--- src/verilog/fsp_pkg.sv ---
// Shared constants and types for the fault, pin and switch register bank
package fsp_pkg;
	// ****************************************
	// Register offsets and layout
	// ****************************************
	localparam logic [6:0] ADDR_DIGITAL = 7'h03;
	localparam logic [6:0] ADDR_ANALOG = 7'h04;
	localparam logic [6:0] ADDR_PIN = 7'h05;
	localparam logic [6:0] ADDR_SWITCH = 7'h06;
	localparam logic [6:0] ADDR_MAP_TOP = 7'h68;
	localparam int DF_CAL_BUSY = 6;
	localparam int DF_LINK_CRC = 5;
	localparam int DF_BAD_ADDR = 4;
	localparam int DF_EDGE_CNT = 3;
	localparam int DF_IMAGE_CRC = 1;
	localparam int DF_TRIM_CRC = 0;
	localparam int AF_GAIN_RST = 7;
	localparam int AF_HV_POR = 6;
	localparam int AF_OPEN_WIRE = 4;
	localparam int AF_FAULT = 3;
	localparam int AF_OUT_OVL = 2;
	localparam int AF_IN_OVL = 1;
	localparam int AF_MUX_OV = 0;
	localparam logic [7:0] DIGITAL_FLAGS = 8'h3B;
	localparam logic [7:0] ANALOG_FLAGS = 8'hD7;
	localparam logic [7:0] FLAG_RESET = 8'h00;
	localparam logic [6:0] PIN_RESET = 7'h00;
	localparam logic [6:0] SWITCH_RESET = 7'h60;
	localparam logic [6:0] SW_CHAN_ONE = 7'h60;
	localparam logic [6:0] SW_CHAN_TWO = 7'h18;
	localparam int AUX_CAL_PIN = 2;
	localparam int AUX_FAULT_PIN = 3;
	// ****************************************
	// Serial frame
	// ****************************************
	localparam logic [4:0] ADDR_BITS = 5'h08;
	localparam logic [4:0] CRC_START = 5'h10;
	localparam logic [4:0] FRAME_BITS = 5'h18;
	localparam logic [7:0] CRC_POLY = 8'h07;
	localparam logic [7:0] CRC_INIT = 8'h00;
	// ****************************************
	// Timing
	// ****************************************
	localparam int CLK_PERIOD_PS = 4000;
	localparam int GAIN_RST_US = 200;
	localparam int MUX_VALID_US = 20;
	localparam int GAIN_RST_CYCLES_DEF =
		(GAIN_RST_US * 1000000 + CLK_PERIOD_PS - 1) / CLK_PERIOD_PS;
	localparam int MUX_VALID_CYCLES_DEF =
		(MUX_VALID_US * 1000000 + CLK_PERIOD_PS - 1) / CLK_PERIOD_PS;
	// ****************************************
	// Carriers
	// ****************************************
	typedef struct packed {
		logic calRunning;
		logic imageMismatch;
		logic trimFail;
		logic hvPorTrip;
		logic openWire;
		logic wireTest;
		logic outOverload;
		logic inOverload;
		logic muxOverVolt;
	} fsp_cond_t;
	typedef struct packed {
		logic valid;
		logic write;
		logic [6:0] addr;
		logic [7:0] data;
	} fsp_access_t;
	typedef struct packed {
		logic linkCrc;
		logic badAddr;
		logic edgeCount;
	} fsp_linkerr_t;
endpackage

--- src/verilog/fsp_serial_port.sv ---
// Serial slave port: frame capture, checksum, edge count, readback
`timescale 1ns/10ps
module fsp_serial_port import fsp_pkg::*; (
	// Clock and reset
	input wire logic clk,
	input wire logic reset_n,
	// Serial pins
	input wire logic sclk,
	input wire logic csN,
	input wire logic sdi,
	output logic sdo,
	output logic sdoOe,
	// Register side
	output logic [6:0] lookAddr,
	input wire logic [7:0] readData,
	input wire logic addrOk,
	output fsp_access_t access,
	output fsp_linkerr_t linkErr
);
	logic [2:0] pinMeta;
	logic [2:0] pinSync;
	logic sclkPrev;
	logic csPrev;
	logic [4:0] bitCount;
	logic [23:0] frame;
	logic [7:0] crc;
	logic [7:0] outBuf;
	logic isRead;

	function automatic logic [7:0] crcStep(input logic [7:0] c,
		input logic b);
		crcStep = {c[6:0], 1'b0} ^ ((c[7] ^ b) ? CRC_POLY : 8'h00);
	endfunction

	wire sclkRise = pinSync[2] & ~sclkPrev;
	wire sclkFall = ~pinSync[2] & sclkPrev;
	wire csRise = pinSync[1] & ~csPrev;
	wire csFall = ~pinSync[1] & csPrev;
	wire inFrame = ~pinSync[1];
	wire dataIn = pinSync[0];
	wire [4:0] countInc = (bitCount == 5'h1F) ? bitCount : bitCount + 5'h01;
	assign sdoOe = inFrame;

	always_ff @(posedge clk or negedge reset_n) begin
		if (!reset_n) begin
			pinMeta <= 3'h2;
			pinSync <= 3'h2;
			sclkPrev <= 1'b0;
			csPrev <= 1'b1;
		end else begin
			pinMeta <= {sclk, csN, sdi};
			pinSync <= pinMeta;
			sclkPrev <= pinSync[2];
			csPrev <= pinSync[1];
		end
	end

	always_ff @(posedge clk or negedge reset_n) begin
		if (!reset_n) begin
			bitCount <= 5'h00;
			frame <= 24'h000000;
			crc <= CRC_INIT;
			lookAddr <= 7'h00;
			isRead <= 1'b0;
		end else if (csFall) begin
			bitCount <= 5'h00;
			crc <= CRC_INIT;
		end else if (inFrame && sclkRise) begin
			frame <= {frame[22:0], dataIn};
			bitCount <= countInc;
			if (bitCount < CRC_START) begin
				crc <= crcStep(crc, dataIn);
			end
			if (bitCount == ADDR_BITS - 5'h01) begin
				lookAddr <= {frame[5:0], dataIn};
				isRead <= frame[6];
			end
		end
	end

	always_ff @(posedge clk or negedge reset_n) begin
		if (!reset_n) begin
			sdo <= 1'b0;
			outBuf <= 8'h00;
		end else if (!inFrame) begin
			sdo <= 1'b0;
		end else if (sclkFall) begin
			if (bitCount == ADDR_BITS) begin
				sdo <= readData[7];
				outBuf <= {readData[6:0], 1'b0};
			end else begin
				sdo <= (bitCount < CRC_START) ? outBuf[7] : 1'b0;
				outBuf <= {outBuf[6:0], 1'b0};
			end
		end
	end

	always_ff @(posedge clk or negedge reset_n) begin
		if (!reset_n) begin
			access <= '0;
			linkErr <= '0;
		end else begin
			access <= '0;
			linkErr <= '0;
			if (csRise) begin
				if (bitCount != FRAME_BITS) begin
					linkErr.edgeCount <= 1'b1;
				end else if (crc != frame[7:0]) begin
					linkErr.linkCrc <= 1'b1;
				end else if (!addrOk) begin
					linkErr.badAddr <= 1'b1;
				end else begin
					access <= '{1'b1, ~isRead, lookAddr, frame[15:8]};
				end
			end
		end
	end

	a_edge_count: assert property (@(posedge clk) disable iff (!reset_n)
		csRise && bitCount != FRAME_BITS |=> linkErr.edgeCount && !access.valid)
		else $error("edge count fault missed");
	a_crc_refuse: assert property (@(posedge clk) disable iff (!reset_n)
		csRise && bitCount == FRAME_BITS && crc != frame[7:0]
		|=> linkErr.linkCrc && !access.valid)
		else $error("checksum fault missed");
endmodule

--- src/verilog/fsp_fault_regs.sv ---
// Fault status, pin data and input switch register bank with serial port
// What this block does
// - Calibration busy bit follows calibration; writes to it have no effect.
// - Aux pin two shows calibration busy when output and enabled.
// - Link checksum mismatch sets its sticky digital flag.
// - Access to an address outside the map sets bad address flag.
// - Wrong count of serial clock edges in a frame sets edge flag.
// - Register image checksum mismatch sets its sticky flag.
// - Trim store checksum failure sets its sticky flag.
// - Every flag except the selector flag in nonlatched mode stays set until the host writes one to it.
// - Input overload beyond 200 us forces default gain, sets gain flag.
// - Clearing gain flag clears only the flag, no gain restore.
// - High rail power loss sets flag; calibration runs on return.
// - Open wire detected during wire test sets its flag.
// - Combined fault is OR of all unmasked flags of both registers.
// - Aux pin three drives combined fault active low when enabled.
// - Output amplifier overload sets its flag.
// - Input amplifier overload sets its flag.
// - Selector overvoltage opens switches; restore after 20 us valid.
// - Latched mode keeps selector flag; nonlatched clears it on restore.
// - Output pins follow the written pin level bits, except aux pins two and three when mapped to busy or fault.
// - Input pins read their sampled level; writes to them ignored.
// - Seven switch bits read-write; only channel one bits reset high.
// - Channel one and two never closed together unless lockout disabled.
// - A set mask bit keeps its flag out of the combined fault.
`timescale 1ns/10ps
module fsp_fault_regs import fsp_pkg::*; #(
	parameter int GAIN_RST_CYCLES = GAIN_RST_CYCLES_DEF,
	parameter int MUX_VALID_CYCLES = MUX_VALID_CYCLES_DEF
) (
	// Clock and reset
	input wire logic clk,
	input wire logic reset_n,
	// Serial port
	input wire logic sclk,
	input wire logic csN,
	input wire logic sdi,
	output logic sdo,
	output logic sdoOe,
	// Aux pins
	input wire logic [6:0] pinIn,
	output logic [6:0] pinOut,
	output logic [6:0] pinOe,
	// Analog conditions
	input wire fsp_cond_t cond,
	// Configuration from neighbouring registers
	input wire logic [6:0] pinDir,
	input wire logic [7:0] digitalMask,
	input wire logic [7:0] analogMask,
	input wire logic calFlagToPinEn,
	input wire logic faultToPinEn,
	input wire logic latchedMode,
	input wire logic dualLockoutDisable,
	// Analog control
	output logic gainForceDefault,
	output logic calStartRequest,
	output logic [6:0] switchDrive,
	output logic combinedFault
);
	localparam int GW = $clog2(GAIN_RST_CYCLES + 1);
	localparam int MW = $clog2(MUX_VALID_CYCLES + 1);

	if (GAIN_RST_CYCLES < 2 || MUX_VALID_CYCLES < 2) begin : g_bad
		$error("cycle counts must be at least two");
	end

	typedef enum logic {MUX_NORMAL, MUX_OPEN} fsp_mux_t;

	fsp_cond_t condMeta;
	fsp_cond_t condSync;
	logic [6:0] pinMeta;
	logic [6:0] pinSync;
	fsp_access_t access;
	fsp_linkerr_t linkErr;
	logic [6:0] lookAddr;
	wire addrOk = lookAddr <= ADDR_MAP_TOP;
	logic [7:0] readData;
	logic [7:0] dFlag;
	logic [7:0] aFlag;
	logic [6:0] pinLevel;
	logic [6:0] swReg;
	logic [GW-1:0] ovlCount;
	logic [MW-1:0] muxCount;
	fsp_mux_t muxState;
	fsp_mux_t next_muxState;
	logic hvPrev;
	logic [7:0] dSet;
	logic [7:0] aSet;
	logic [6:0] next_pinOut;

	function automatic logic [7:0] w1c(input logic [7:0] flags,
		input logic [7:0] set, input logic [7:0] clr, input logic [7:0] field);
		w1c = ((flags & ~clr) | set) & field;
	endfunction

	// ****************************************
	// Serial port and synchronisers
	// ****************************************
	fsp_serial_port u_port (
		.clk(clk),
		.reset_n(reset_n),
		.sclk(sclk),
		.csN(csN),
		.sdi(sdi),
		.sdo(sdo),
		.sdoOe(sdoOe),
		.lookAddr(lookAddr),
		.readData(readData),
		.addrOk(addrOk),
		.access(access),
		.linkErr(linkErr)
	);

	always_ff @(posedge clk or negedge reset_n) begin
		if (!reset_n) begin
			condMeta <= '0;
			condSync <= '0;
			pinMeta <= 7'h00;
			pinSync <= 7'h00;
		end else begin
			condMeta <= cond;
			condSync <= condMeta;
			pinMeta <= pinIn;
			pinSync <= pinMeta;
		end
	end

	// ****************************************
	// Decoding
	// ****************************************
	wire wrEn = access.valid & access.write;
	wire wrDig = wrEn && access.addr == ADDR_DIGITAL;
	wire wrAna = wrEn && access.addr == ADDR_ANALOG;
	wire wrPin = wrEn && access.addr == ADDR_PIN;
	wire wrSw = wrEn && access.addr == ADDR_SWITCH;
	wire ovl = condSync.inOverload;
	wire ov = condSync.muxOverVolt;
	wire gainFire = ovl && ovlCount == GW'(GAIN_RST_CYCLES - 1);
	wire muxDone = muxState == MUX_OPEN && !ov
		&& muxCount == MW'(MUX_VALID_CYCLES - 1);
	wire [7:0] dClr = wrDig ? access.data : 8'h00;
	wire [7:0] autoClr = (muxDone && !latchedMode) ? 8'h01 << AF_MUX_OV
		: 8'h00;
	wire [7:0] aClr = (wrAna ? access.data : 8'h00) | autoClr;
	wire next_combined = |(dFlag & ~digitalMask & DIGITAL_FLAGS)
		| |(aFlag & ~analogMask & ANALOG_FLAGS);
	wire [6:0] pinRead = (pinLevel & pinDir) | (pinSync & ~pinDir);
	wire [7:0] digRead = dFlag
		| ({7'h00, condSync.calRunning} << DF_CAL_BUSY);
	wire [7:0] anaRead = aFlag | ({7'h00, combinedFault} << AF_FAULT);
	assign readData = !addrOk ? 8'h00
		: lookAddr == ADDR_DIGITAL ? digRead
		: lookAddr == ADDR_ANALOG ? anaRead
		: lookAddr == ADDR_PIN ? {1'b0, pinRead}
		: lookAddr == ADDR_SWITCH ? {1'b0, swReg}
		: 8'h00;
	wire chanOne = |(swReg & SW_CHAN_ONE);
	wire chanTwo = |(swReg & SW_CHAN_TWO);
	wire blockTwo = chanOne & chanTwo & ~dualLockoutDisable;
	wire [6:0] next_switchDrive = (ov || muxState == MUX_OPEN) ? 7'h00
		: swReg & ~(blockTwo ? SW_CHAN_TWO : 7'h00);
	assign pinOe = pinDir;

	// ****************************************
	// Flag sources
	// ****************************************
	always_comb begin
		dSet = 8'h00;
		dSet[DF_LINK_CRC] = linkErr.linkCrc;
		dSet[DF_BAD_ADDR] = linkErr.badAddr;
		dSet[DF_EDGE_CNT] = linkErr.edgeCount;
		dSet[DF_IMAGE_CRC] = condSync.imageMismatch;
		dSet[DF_TRIM_CRC] = condSync.trimFail;
	end

	always_comb begin
		aSet = 8'h00;
		aSet[AF_GAIN_RST] = gainFire;
		aSet[AF_HV_POR] = condSync.hvPorTrip;
		aSet[AF_OPEN_WIRE] = condSync.openWire & condSync.wireTest;
		aSet[AF_OUT_OVL] = condSync.outOverload;
		aSet[AF_IN_OVL] = ovl;
		aSet[AF_MUX_OV] = ov;
	end

	// ****************************************
	// Registers
	// ****************************************
	// sticky flags, write one clears
	always_ff @(posedge clk or negedge reset_n) begin
		if (!reset_n) begin
			dFlag <= FLAG_RESET;
			aFlag <= FLAG_RESET;
			combinedFault <= 1'b0;
		end else begin
			dFlag <= w1c(dFlag, dSet, dClr, DIGITAL_FLAGS);
			aFlag <= w1c(aFlag, aSet, aClr, ANALOG_FLAGS);
			combinedFault <= next_combined;
		end
	end

	always_ff @(posedge clk or negedge reset_n) begin
		if (!reset_n) begin
			pinLevel <= PIN_RESET;
			swReg <= SWITCH_RESET;
		end else begin
			if (wrPin) begin
				pinLevel <= (access.data[6:0] & pinDir) | (pinLevel & ~pinDir);
			end
			if (wrSw) begin
				swReg <= access.data[6:0];
			end
		end
	end

	always_comb begin
		next_pinOut = pinLevel;
		// calibration busy on aux pin two
		if (pinDir[AUX_CAL_PIN] && calFlagToPinEn) begin
			next_pinOut[AUX_CAL_PIN] = condSync.calRunning;
		end
		// fault on aux pin three, active low
		if (pinDir[AUX_FAULT_PIN] && faultToPinEn) begin
			next_pinOut[AUX_FAULT_PIN] = ~combinedFault;
		end
	end

	always_comb begin
		next_muxState = muxState;
		unique case (muxState)
			MUX_NORMAL: if (ov) next_muxState = MUX_OPEN;
			MUX_OPEN: if (muxDone) next_muxState = MUX_NORMAL;
		endcase
	end

	always_ff @(posedge clk or negedge reset_n) begin
		if (!reset_n) begin
			ovlCount <= '0;
			muxCount <= '0;
			muxState <= MUX_NORMAL;
			hvPrev <= 1'b0;
			gainForceDefault <= 1'b0;
			calStartRequest <= 1'b0;
			pinOut <= PIN_RESET;
			switchDrive <= 7'h00;
		end else begin
			if (!ovl) begin
				ovlCount <= '0;
			end else if (ovlCount != GW'(GAIN_RST_CYCLES)) begin
				ovlCount <= ovlCount + 1'b1;
			end
			if (muxState == MUX_OPEN && !ov && !muxDone) begin
				muxCount <= muxCount + 1'b1;
			end else begin
				muxCount <= '0;
			end
			muxState <= next_muxState;
			hvPrev <= condSync.hvPorTrip;
			gainForceDefault <= gainFire;
			calStartRequest <= hvPrev & ~condSync.hvPorTrip;
			pinOut <= next_pinOut;
			switchDrive <= next_switchDrive;
		end
	end

	// ****************************************
	// Checks
	// ****************************************
	// busy readback
	a_cal_busy_read: assert property (@(posedge clk) disable iff (!reset_n)
		lookAddr == ADDR_DIGITAL |-> readData[DF_CAL_BUSY] == condSync.calRunning)
		else $error("busy bit readback wrong");
	a_aux_two_busy: assert property (@(posedge clk) disable iff (!reset_n)
		pinDir[AUX_CAL_PIN] && calFlagToPinEn
		|=> pinOut[AUX_CAL_PIN] == $past(condSync.calRunning))
		else $error("aux pin two not showing busy");
	a_bad_addr_flag: assert property (@(posedge clk) disable iff (!reset_n)
		linkErr.badAddr |=> dFlag[DF_BAD_ADDR])
		else $error("bad address flag not set");
	a_flag_hold: assert property (@(posedge clk) disable iff (!reset_n)
		aFlag[AF_OUT_OVL] && !(wrAna && access.data[AF_OUT_OVL])
		|=> aFlag[AF_OUT_OVL])
		else $error("flag dropped without clear");
	a_gain_force: assert property (@(posedge clk) disable iff (!reset_n)
		ovl [*2] ##0 gainFire |=> gainForceDefault && aFlag[AF_GAIN_RST]
		##1 !gainForceDefault)
		else $error("gain force pulse wrong");
	a_hv_cal_start: assert property (@(posedge clk) disable iff (!reset_n)
		$fell(condSync.hvPorTrip) |=> calStartRequest)
		else $error("no calibration after rail return");
	// aux pin three low on fault
	a_fault_pin_low: assert property (@(posedge clk) disable iff (!reset_n)
		pinDir[AUX_FAULT_PIN] && faultToPinEn && combinedFault
		|=> !pinOut[AUX_FAULT_PIN])
		else $error("fault pin not low");
	a_mux_open: assert property (@(posedge clk) disable iff (!reset_n)
		ov |=> switchDrive == 7'h00 && muxState == MUX_OPEN)
		else $error("switches not opened");
	a_chan_lockout: assert property (@(posedge clk) disable iff (!reset_n)
		!$past(dualLockoutDisable) |-> !(|(switchDrive & SW_CHAN_ONE)
		&& |(switchDrive & SW_CHAN_TWO)))
		else $error("both channels closed");
	a_set_wins: assert property (@(posedge clk) disable iff (!reset_n)
		condSync.imageMismatch && wrDig |=> dFlag[DF_IMAGE_CRC])
		else $error("event lost to clear");
endmodule

--- config.mk ---
export PLATFORM = sky130hd
export DESIGN_NAME = fsp_fault_regs
export DESIGN_NICKNAME = d
export VERILOG_FILES = /design/src/verilog/fsp_pkg.sv /design/src/verilog/fsp_serial_port.sv /design/src/verilog/fsp_fault_regs.sv
export SDC_FILE = /design/constraint.sdc
export NUM_CORES = 1
export LEC_CHECK = 0
export BUFFER_PORTS_ARGS = -buffer_cell sky130_fd_sc_hd__buf_2
export CAP_MARGIN = 15
export CORE_AREA = 2 2 118 120
export DETAILED_ROUTE_END_ITERATION = 10
export DIE_AREA = 0 0 120 122
export PLACE_DENSITY = 0.86
export SYNTH_ARGS = -nofsm -noshare
export SYNTH_HDL_FRONTEND = slang
export SYNTH_HIERARCHICAL = 1
export SYNTH_SLANG_ARGS = --single-unit
--- constraint.sdc ---
create_clock -name clk -period 5.1 [get_ports clk]
set_input_delay 0.765 -clock clk [delete_from_list [all_inputs] [get_ports clk]]
set_output_delay 0.765 -clock clk [all_outputs]
set_load 0.02 [all_outputs]
### Word level (Yosys, flattened, before mapping)

Index checks and enable logic that the tools add are counted.

| storage, ports and cells | value |
|---|---|
| output and inout port bits | 26 |
| bits in read-only memories | 0 |
| logic and storage cells | 186 |
| latch bits | 0 |
| memories | 0 |
| memory bits (writable) | 0 |
| register bits | 179 |

| operators by class | value |
|---|---|
| $lt $le $gt $ge | 2 |
| divide/modulo/power cells | 0 |
| $mul | 0 |
| add/sub/neg operators | 3 |
| bitwise operators | 44 |
| equal/unequal tests | 18 |
| reductions and logical operators | 28 |
| shift operators | 0 |
| muxes and demuxes | 40 |

Operators by type and width:

| kind | count |
|---|---|
| $mux 17 | 4 |
| $mux 8 | 8 |
| $eq 7x3->1 const B | 6 |
| $and 7x7->7 | 5 |
| $mux 16 | 2 |
| $mux 7 | 3 |
| $mux 5 | 4 |
| $add 16x1->16 const B | 1 |
| $and 8x8->8 | 2 |
| $eq 16x16->1 const B | 1 |
| $ne 16x16->1 const B | 1 |
| $not 8->8 | 2 |
| $eq 7x2->1 const B | 2 |
| $or 7x7->7 | 2 |
| $add 13x1->13 const B | 1 |
| $eq 13x13->1 const B | 1 |
| $mux 1 | 13 |
| $mux 13 | 1 |
| $and 6x6->6 | 2 |
| $logic_and 1x1->1 | 12 |
| $not 6->6 | 2 |
| $not 1->1 | 10 |
| $and 1x1->1 | 9 |
| $ne 8x8->1 | 1 |
| 30 further kinds | 40 |

### Depth between registers and ports, before layout

Gate-level depths: netlist of the first run.

| depth | value |
|---|---|
| word-level depth | 10 |
| gate-level depth with buffers | 7 |

### Modules after synthesis

Netlist of the first run, hierarchy kept.

Modules (own cells, without submodules):

| module | cells each | instances | area an instance (um^2) |
|---|---|---|---|
| fsp_fault_regs | 373 | 1 | 4337.9 |
| fsp_serial_port | 214 | 1 | 2926.6 |

### Least setup slack after synthesis of the first run

No wires, ideal clock.

| timing path | value |
|---|---|
| path type | register -> register |
| from | register u_port.bitCount[0] |
| to | register u_port.bitCount[3] |
| stages on the path, launching flop included | 8 |
| path buffers | 0 |
| path slack | 3.119 ns |
| data arrival time | 1.849 ns |
| clock period less this slack | 1.981 ns |
| setup time | 0.132 ns |
| path through | dfrtp_1 -> ha_1 -> and3_2 -> ha_1 -> nor4b_2 -> nand4_1 -> xor2_1 -> nor2_1 |

| on the way | value |
|---|---|
| word-level cells in the longest chain between the ends | 4 |
| elaborated cells on any way between the ends | 7 |

RTL lines:

| item | RTL line | source |
|---|---|---|
| start: declaration | fsp_serial_port.sv:24 | `logic [4:0] bitCount;` |
| start signal: assignment | fsp_serial_port.sv:70 | `bitCount <= countInc;` |
| $add 5x1->5 | fsp_serial_port.sv:41 | `wire [4:0] countInc = (bitCount == 5'h1F) ? bitCount : bitCount + 5'h01;` |
| $mux 5 | fsp_serial_port.sv:41 |  |
| $mux 5 | fsp_serial_port.sv:68 | `end else if (inFrame && sclkRise) begin` |
| $mux 5 | fsp_serial_port.sv:65 | `end else if (csFall) begin` |

Several ways; a longest one is shown, not always the timed one. The select of a mux whose other input is x is not followed.
A chain may end at the register's enable or synchronous reset.

### Final worst setup path of the first run

Ends and elaborated chain as after synthesis.

==> impl_metrics.toml, run 1 <==
[placement]
numPortBuffers = 68
gp_congestion = 0.927
dp_hpwl_um = 9870
dp.cells = 817

[power]
combPwrFrac_pct = 5.6
p_per_area_nw_per_um2 = 367
peakVddDrop_mv = 0.248
clock_power_share_pct = 45.1
intPower_w = 0.00239
seq_power_share_pct = 49.3
total_leakage_power_nw = 3.90
p_sw_w = 0.000679
swShare_pct = 22.1

[die]
coreArea_um2 = 13500
die_y_um = 122
fp.dieArea_um2 = 14600
ios = 74
rows = 43
fp.dieW_um = 120
start_util_pct = 53.8

[job]
cap_violations = 0

[global_routing]
grt_max_degree = 95
met1_usage_pct = 25.5
grt_overflow = 0
grt_use_total_pct = 20.8
busiest_layer = "met2"
grt_pass1_wl_um = 23600
use_met3_pct = 4.49
first_global_vias = 4784
met2_usage_pct = 35.0
antenna_found_initial = 0

[yosys]
syn_area_um2 = 7260
synthesis.nets = 641
synth_cells = 587
ys_ff_latch = 178
synthTopCellsByArea = "dfrtp_1 (60%), mux2_2 (6.2%), mux2i_1 (3.2%)"
synthTopCellsByCount = "dfrtp_1 (173), nor2_1 (56), mux2_2 (40)"
synth_most_common_cell = "dfrtp_1"
async_flop_share_pct = 100
synthFlopType = "dfrtp_1"
yosysWarnings = 6
seq_area_frac_synth_pct = 61.4
postSynthAreaPerCell_um2 = 12.4
synth_edf_count = 0
yosysUniqueCellTypes = 59
synth_top_area_share_pct = 59.6
yosys.area.top_type = "dfrtp_1"

[clock_tree]
cts_sinks = 178
cts_resized = 0
clk_pin_slew_ns = 0.06
postCtsSetupRepairBufs = 0
cts_root_buffer = "clkbuf_16"
cts_buffers = 17
cts_tree = "yes"
htree_levels = 4
clk_path_buf_depth = 2
clk_latency_ns = 0.42
cts_hold_buf = 0

[timing]
max_freq_ghz = 0.450
slew_headroom_pct = 37.8
final-max-slew-violation-count = 0
period_needed_ns = 2.22
hold_viol = 0
setup_tns_ns = 0
fin_crit_sh_pct = 43.5
finalSetupViolCount = 0
tightest_slew_ns = 0.925
rsz0062_at_grt = "false"
skew_ns = 0.00784

[route]
drtIter0Drc = 468
ant_nets = 0
drc = 0
drt_pass1_iterations = 8
avgRoutedWirePerCell_um = 16.8
vias = 4698
vias_per_cell = 5.53
wl_um = 14300

[cells_and_area]
stdcell_count = 849
finish.net_count = 710
drive_above_1_share_pct = 25.6
area_growth_syn_to_layout_pct = 15.2
n_antenna_cell = 0

[worst_setup_path]
path_class = "flop to flop"
required_ns = 5.40
cpMostUsedCell = "ha_1"
reg2reg_depth = 7
critPathMaxFanout = 5
cp_slowest_cell = "nor4b_2"
slowest_delay_ns = 0.55
cp_num_cells = 7
startpoint_type = "flop"
path_cells = "ha_1 > and3_2 > ha_1 > nor4b_2 > nand4_1 > xor2_1 > nor2_1"
end_kind = "flop"
crit_buf_inv = 0
worstPathArrival_ns = 2.52
rrSetupSlack_ns = 2.88
cp_top_family = "simple AND/OR/NAND/NOR gates"

[outcome]
status = "complete, no violations"

[hold_path]
min_path_type = "flop to flop"
whs_path_depth = 0
==> per-layer routing <==
layer	part of all wire (%)	wire length, um
met1	41	5870
met2	51	7310
met3	4.4	628
met4	3.3	468
met5	0	0
==> state kept, by name, indices dropped and copies added, names as in the netlist, 6 cells and up, named ones only <==
register / flops
condMeta: 9
aFlag: 6
switchDrive: 7
u_port/lookAddr: 7
u_port/access: 17
ovlCount: 16
u_port/outBuf: 7
swReg: 7
muxCount: 13
pinOut: 7
u_port/crc: 8
pinMeta: 7
u_port/frame: 16
pinSync: 7
==> final cells by class <==
| cell class | count | area [um^2] |
|---|---|---|
| fillers | 990 | 5130 |
| flip-flops and latches | 178 | 4460 |
| multi-input cells | 364 | 2590 |
| clock buffers | 21 | 460 |
| repair buffers | 70 | 362 |
| well taps | 180 | 225 |
| clock inverters | 11 | 175 |
| inverters | 25 | 93.8 |
==> power groups by stage <==
stage | Combinational [W] | Sequential [W] | Clock, W
floorplan | 0.000108 | 0.00153 | 0
global placement | 0.000164 | 0.00153 | 0
detailed placement | 0.000173 | 0.00154 | 0
CTS | 0.000177 | 0.00151 | 0.00141
global route | 0.000197 | 0.00152 | 0.00147
finish | 0.000173 | 0.00151 | 0.00138
==> layout by cell type, fill, tap and decap left out, types with 9 or more instances in the layout <==
cell type,count
and3_2,11
mux2i_1,23
a21oi_1,11
a21o_1,9
nor2_1,56
xnor2_1,23
nor3_1,18
clkbuf_16,17
inv_1,25
mux2_2,40
nand3_1,16
buf_2,67
nand2_1,39
dfrtp_1,173
nand4_1,10
xor2_1,13
==> kinds of logic (layout without fill, tap and decap cells) <==
family | after synthesis | after routing | share of synthesized area (%)
AOI/OAI and AO/OA | 50 | 50 | 4.87
xor gates and xnor gates | 36 | 36 | 4.34
adders and majority gates | 6 | 6 | 1.03
buffers and inverters | 45 | 127 | 2.91
DFF | 178 | 178 | 61.4
muxes | 63 | 63 | 9.37
and+or+nand+nor | 209 | 209 | 16.1
==> worst reg2reg max path: stages, from the launching register on <==
cell and delay (ns):
dfrtp_1 0.42, ha_1 0.28, and3_2 0.24, ha_1 0.19
nor4b_2 0.55, nand4_1 0.19, xor2_1 0.17, nor2_1 0.05
==> per-stage QoR <==
stage	hold WS (ns)	power, W	util [%]	instance area, um^2	setup slack, ns
floorplan	0.331	0.00163	-	7260	3.12
global placement	0.332	0.00170	57.3	7730	3.00
detailed placement	0.336	0.00171	57.3	7730	2.89
CTS	0.350	0.00309	62.0	8370	2.84
global route	0.353	0.00318	62.0	8370	2.74
finish	0.346	0.00307	62.0	8370	2.88
==> worst paths after layout <==
check / from / endpoint
worst min-delay path: pinMeta[6] / pinSync[6]
min in group asynchronous: reset_n / muxCount[5]
worst max-delay path: u_port/bitCount[0] / u_port/bitCount[3]
max in group asynchronous: reset_n / u_port/pinMeta[1]
worst min register to register: pinMeta[6] / pinSync[6]
worst max register to register: u_port/bitCount[0] / u_port/bitCount[3]
Note: power is estimated with default switching activity, not from simulation.
==> run 2: changes to the inputs <==
Settings changed: ABC_AREA from default to 1, CORE_AREA 2 2 118 120 to 2 2 126 128, DIE_AREA 0 0 120 122 to 0 0 128 130.
Clock period 5.1 ns to 2 ns, I/O delays scaled along.
==> impl_metrics.toml, run 2 <==
[yosys]
synth_edf_count = 0
synthesis.nets = 942
yosysWarnings = 6
postSynthAreaPerCell_um2 = 9.07
synthTopCellsByCount = "nand2_1 (187), dfrtp_1 (173), inv_1 (91)"
async_flop_share_pct = 100
ys_ff_latch = 178
synthFlopType = "dfrtp_1"
synth_cells = 888
synth_most_common_cell = "nand2_1"
synthTopCellsByArea = "dfrtp_1 (54%), nand2_1 (8.7%), nand3_1 (5.0%)"
synth_top_area_share_pct = 53.8
yosys.area.top_type = "dfrtp_1"
seq_area_frac_synth_pct = 55.4
yosysUniqueCellTypes = 39
syn_area_um2 = 8050

[timing]
hold_viol = 0
final-max-slew-violation-count = 0
fin_crit_sh_pct = 90.1
period_needed_ns = 1.80
slew_headroom_pct = 63.2
rsz0062_at_grt = "false"
max_freq_ghz = 0.555
tightest_slew_ns = 0.550
finalSetupViolCount = 0
skew_ns = 0.0111
setup_tns_ns = 0

[clock_tree]
clk_path_buf_depth = 2
cts_sinks = 178
cts_root_buffer = "clkbuf_16"
htree_levels = 4
clk_pin_slew_ns = 0.07
cts_buffers = 17
cts_tree = "yes"
clk_latency_ns = 0.44
postCtsSetupRepairBufs = 0

[cells_and_area]
largest_reg_flops = 17
drive_above_1_share_pct = 20.4
stdcell_count = 1184
fill_cells = 1121
regMostFlops = "u_port/access"
area_growth_syn_to_layout_pct = 16.9
post-route-util_pct = 61.0
largestRegisters = "u_port/access: 17 flops, ovlCount: 16 flops, u_port/frame: 16 flops"
mostFrequentLayoutCell = "nand2_1"
n_antenna_cell = 0
mostFrequentLayoutCells = "nand2_1 (187), dfrtp_1 (173), inv_1 (91)"
finish.net_count = 1033

[placement]
dp_hpwl_um = 11500
numPortBuffers = 68
dp.cells = 1132
gp_congestion = 0.890

[worst_setup_path]
cp_slowest_cell = "dfstp_2"
end_kind = "flop"
worstSetupStartpoint = "u_port/pinSync[1]"
path_cells = "nor2_1 > nand2_2 > inv_2 > nand2_2 > o21ai_0 > nand2_1"
worstPathArrival_ns = 2.12
required_ns = 2.31
critPathMaxFanout = 29
startpoint_type = "flop"
cpMostUsedCell = "nand2_2"
path_class = "flop to flop"
r2r-start = "u_port/pinSync[1]"
slowest_delay_ns = 0.39

[route]
wl_um = 17300
vias_per_cell = 5.31
drtIter0Drc = 503
drt_pass1_iterations = 7
vias = 6287
ant_nets = 0
avgRoutedWirePerCell_um = 14.6
drc = 0

[outcome]
status = "complete, no violations"

[die]
start_util_pct = 52.2
fp.dieW_um = 128
ios = 74
die_y_um = 130
fp.dieArea_um2 = 16600
rows = 46
coreArea_um2 = 15400

[power]
total_leakage_power_nw = 4.47
p_per_area_nw_per_um2 = 865
peakVddDrop_mv = 0.680

[global_routing]
first_global_vias = 6116
grt_use_total_pct = 22.0
grt_max_degree = 62
grt_pass1_wl_um = 28400
grt_overflow = 0
antenna_found_initial = 0

[job]
cap_violations = 0

[hold_path]
min_path_type = "input port to flop"
min_from = "faultToPinEn"
run 2: changes by cell type after synthesis, moves of 38 or more:
cell | before | now
inv_1 | 25 | 91
mux2_2 | 40 | 0
nand3_1 | 16 | 81
nor2_2 | 1 | 39
nand2_1 | 39 | 187
o21ai_0 | 4 | 42
run 2: area by class of cell:
class | instances | area (um^2) | share of cell area, %
tap | 192 | 240 | 2.55
clock inverter | 14 | 226 | 2.41
inverter | 99 | 372 | 3.95
sequential | 178 | 4460 | 47.4
timing repair buffer | 96 | 632 | 6.71
multi-input combinational | 587 | 3040 | 32.3
clock buffer | 18 | 439 | 4.67
run 2: cells by family after synthesis:
group / count (synthesis) / synth area share, %
flip-flops: 178 / 55.4
adder cells (fa/ha/maj): 6 / 0.932
XOR/XNOR: 17 / 1.85
buffers and inverters: 123 / 6.82
AO/OA/AOI/OAI: 97 / 6.82
AND/OR/NAND/NOR: 467 / 28.2
run 2: through the flow:
step                cell area, um^2  hold WS (ns)  setup WS (ns)  power, W
floorplan                      8050       0.00441          0.525   0.00427
global placement               8550         0.238          0.336   0.00447
global route                   9410        0.0734         0.0579   0.00844
detailed placement             8550         0.238          0.257   0.00449
finish                         9410        0.0619          0.199   0.00814
CTS                            9410        0.0512          0.239   0.00818
run 2: metal layers:
layer / global-route usage [%] / part of all wire [%] / vias up
li1: - / - / 3049
met1: 25.5 / 41 / 2990
met2: 38.4 / 51 / 198
met3: 5.21 / 4.4 / 50
met4: 11.8 / 3.6 / 0
met5: 0 / 0 / -
run 2: worst max-delay path: cells and delay by family (launching register included):
| kind | cells | cell delay (ns) |
|---|---|---|
| and+or+nand+nor | 4 | 0.71 |
| DFF | 1 | 0.39 |
| buffers and inverters | 1 | 0.22 |
| AOI/OAI and AO/OA | 1 | 0.37 |
run 2: final timing paths:
| kind | end | slack (ns) | cells after the start |
|---|---|---|---|
| worst min-delay path | pinOut[3] | 0.06 | 2 |
| max in group asynchronous | swReg[5] | 0.93 | 3 |
| worst max register to register | u_port/lookAddr[5] | 0.20 | 6 |
| worst min register to register | u_port/pinSync[0] | 0.35 | 0 |
| worst max-delay path | u_port/lookAddr[5] | 0.20 | 6 |
| min in group asynchronous | condMeta[1] | 0.35 | 2 |
run 2: timing repair:
item	4_1_cts	5_1_grt
hold buffers	20	0
hold endpoints to repair	57	0
resized for setup	0	0
run 2: where the power goes:
group | leakage (nW) | switching (W) | internal [W]
clock | 0.318 | 0.00142 | 0.00227
sequential | 2.29 | 0.000136 | 0.00376
combinational | 1.86 | 0.000342 | 0.000216
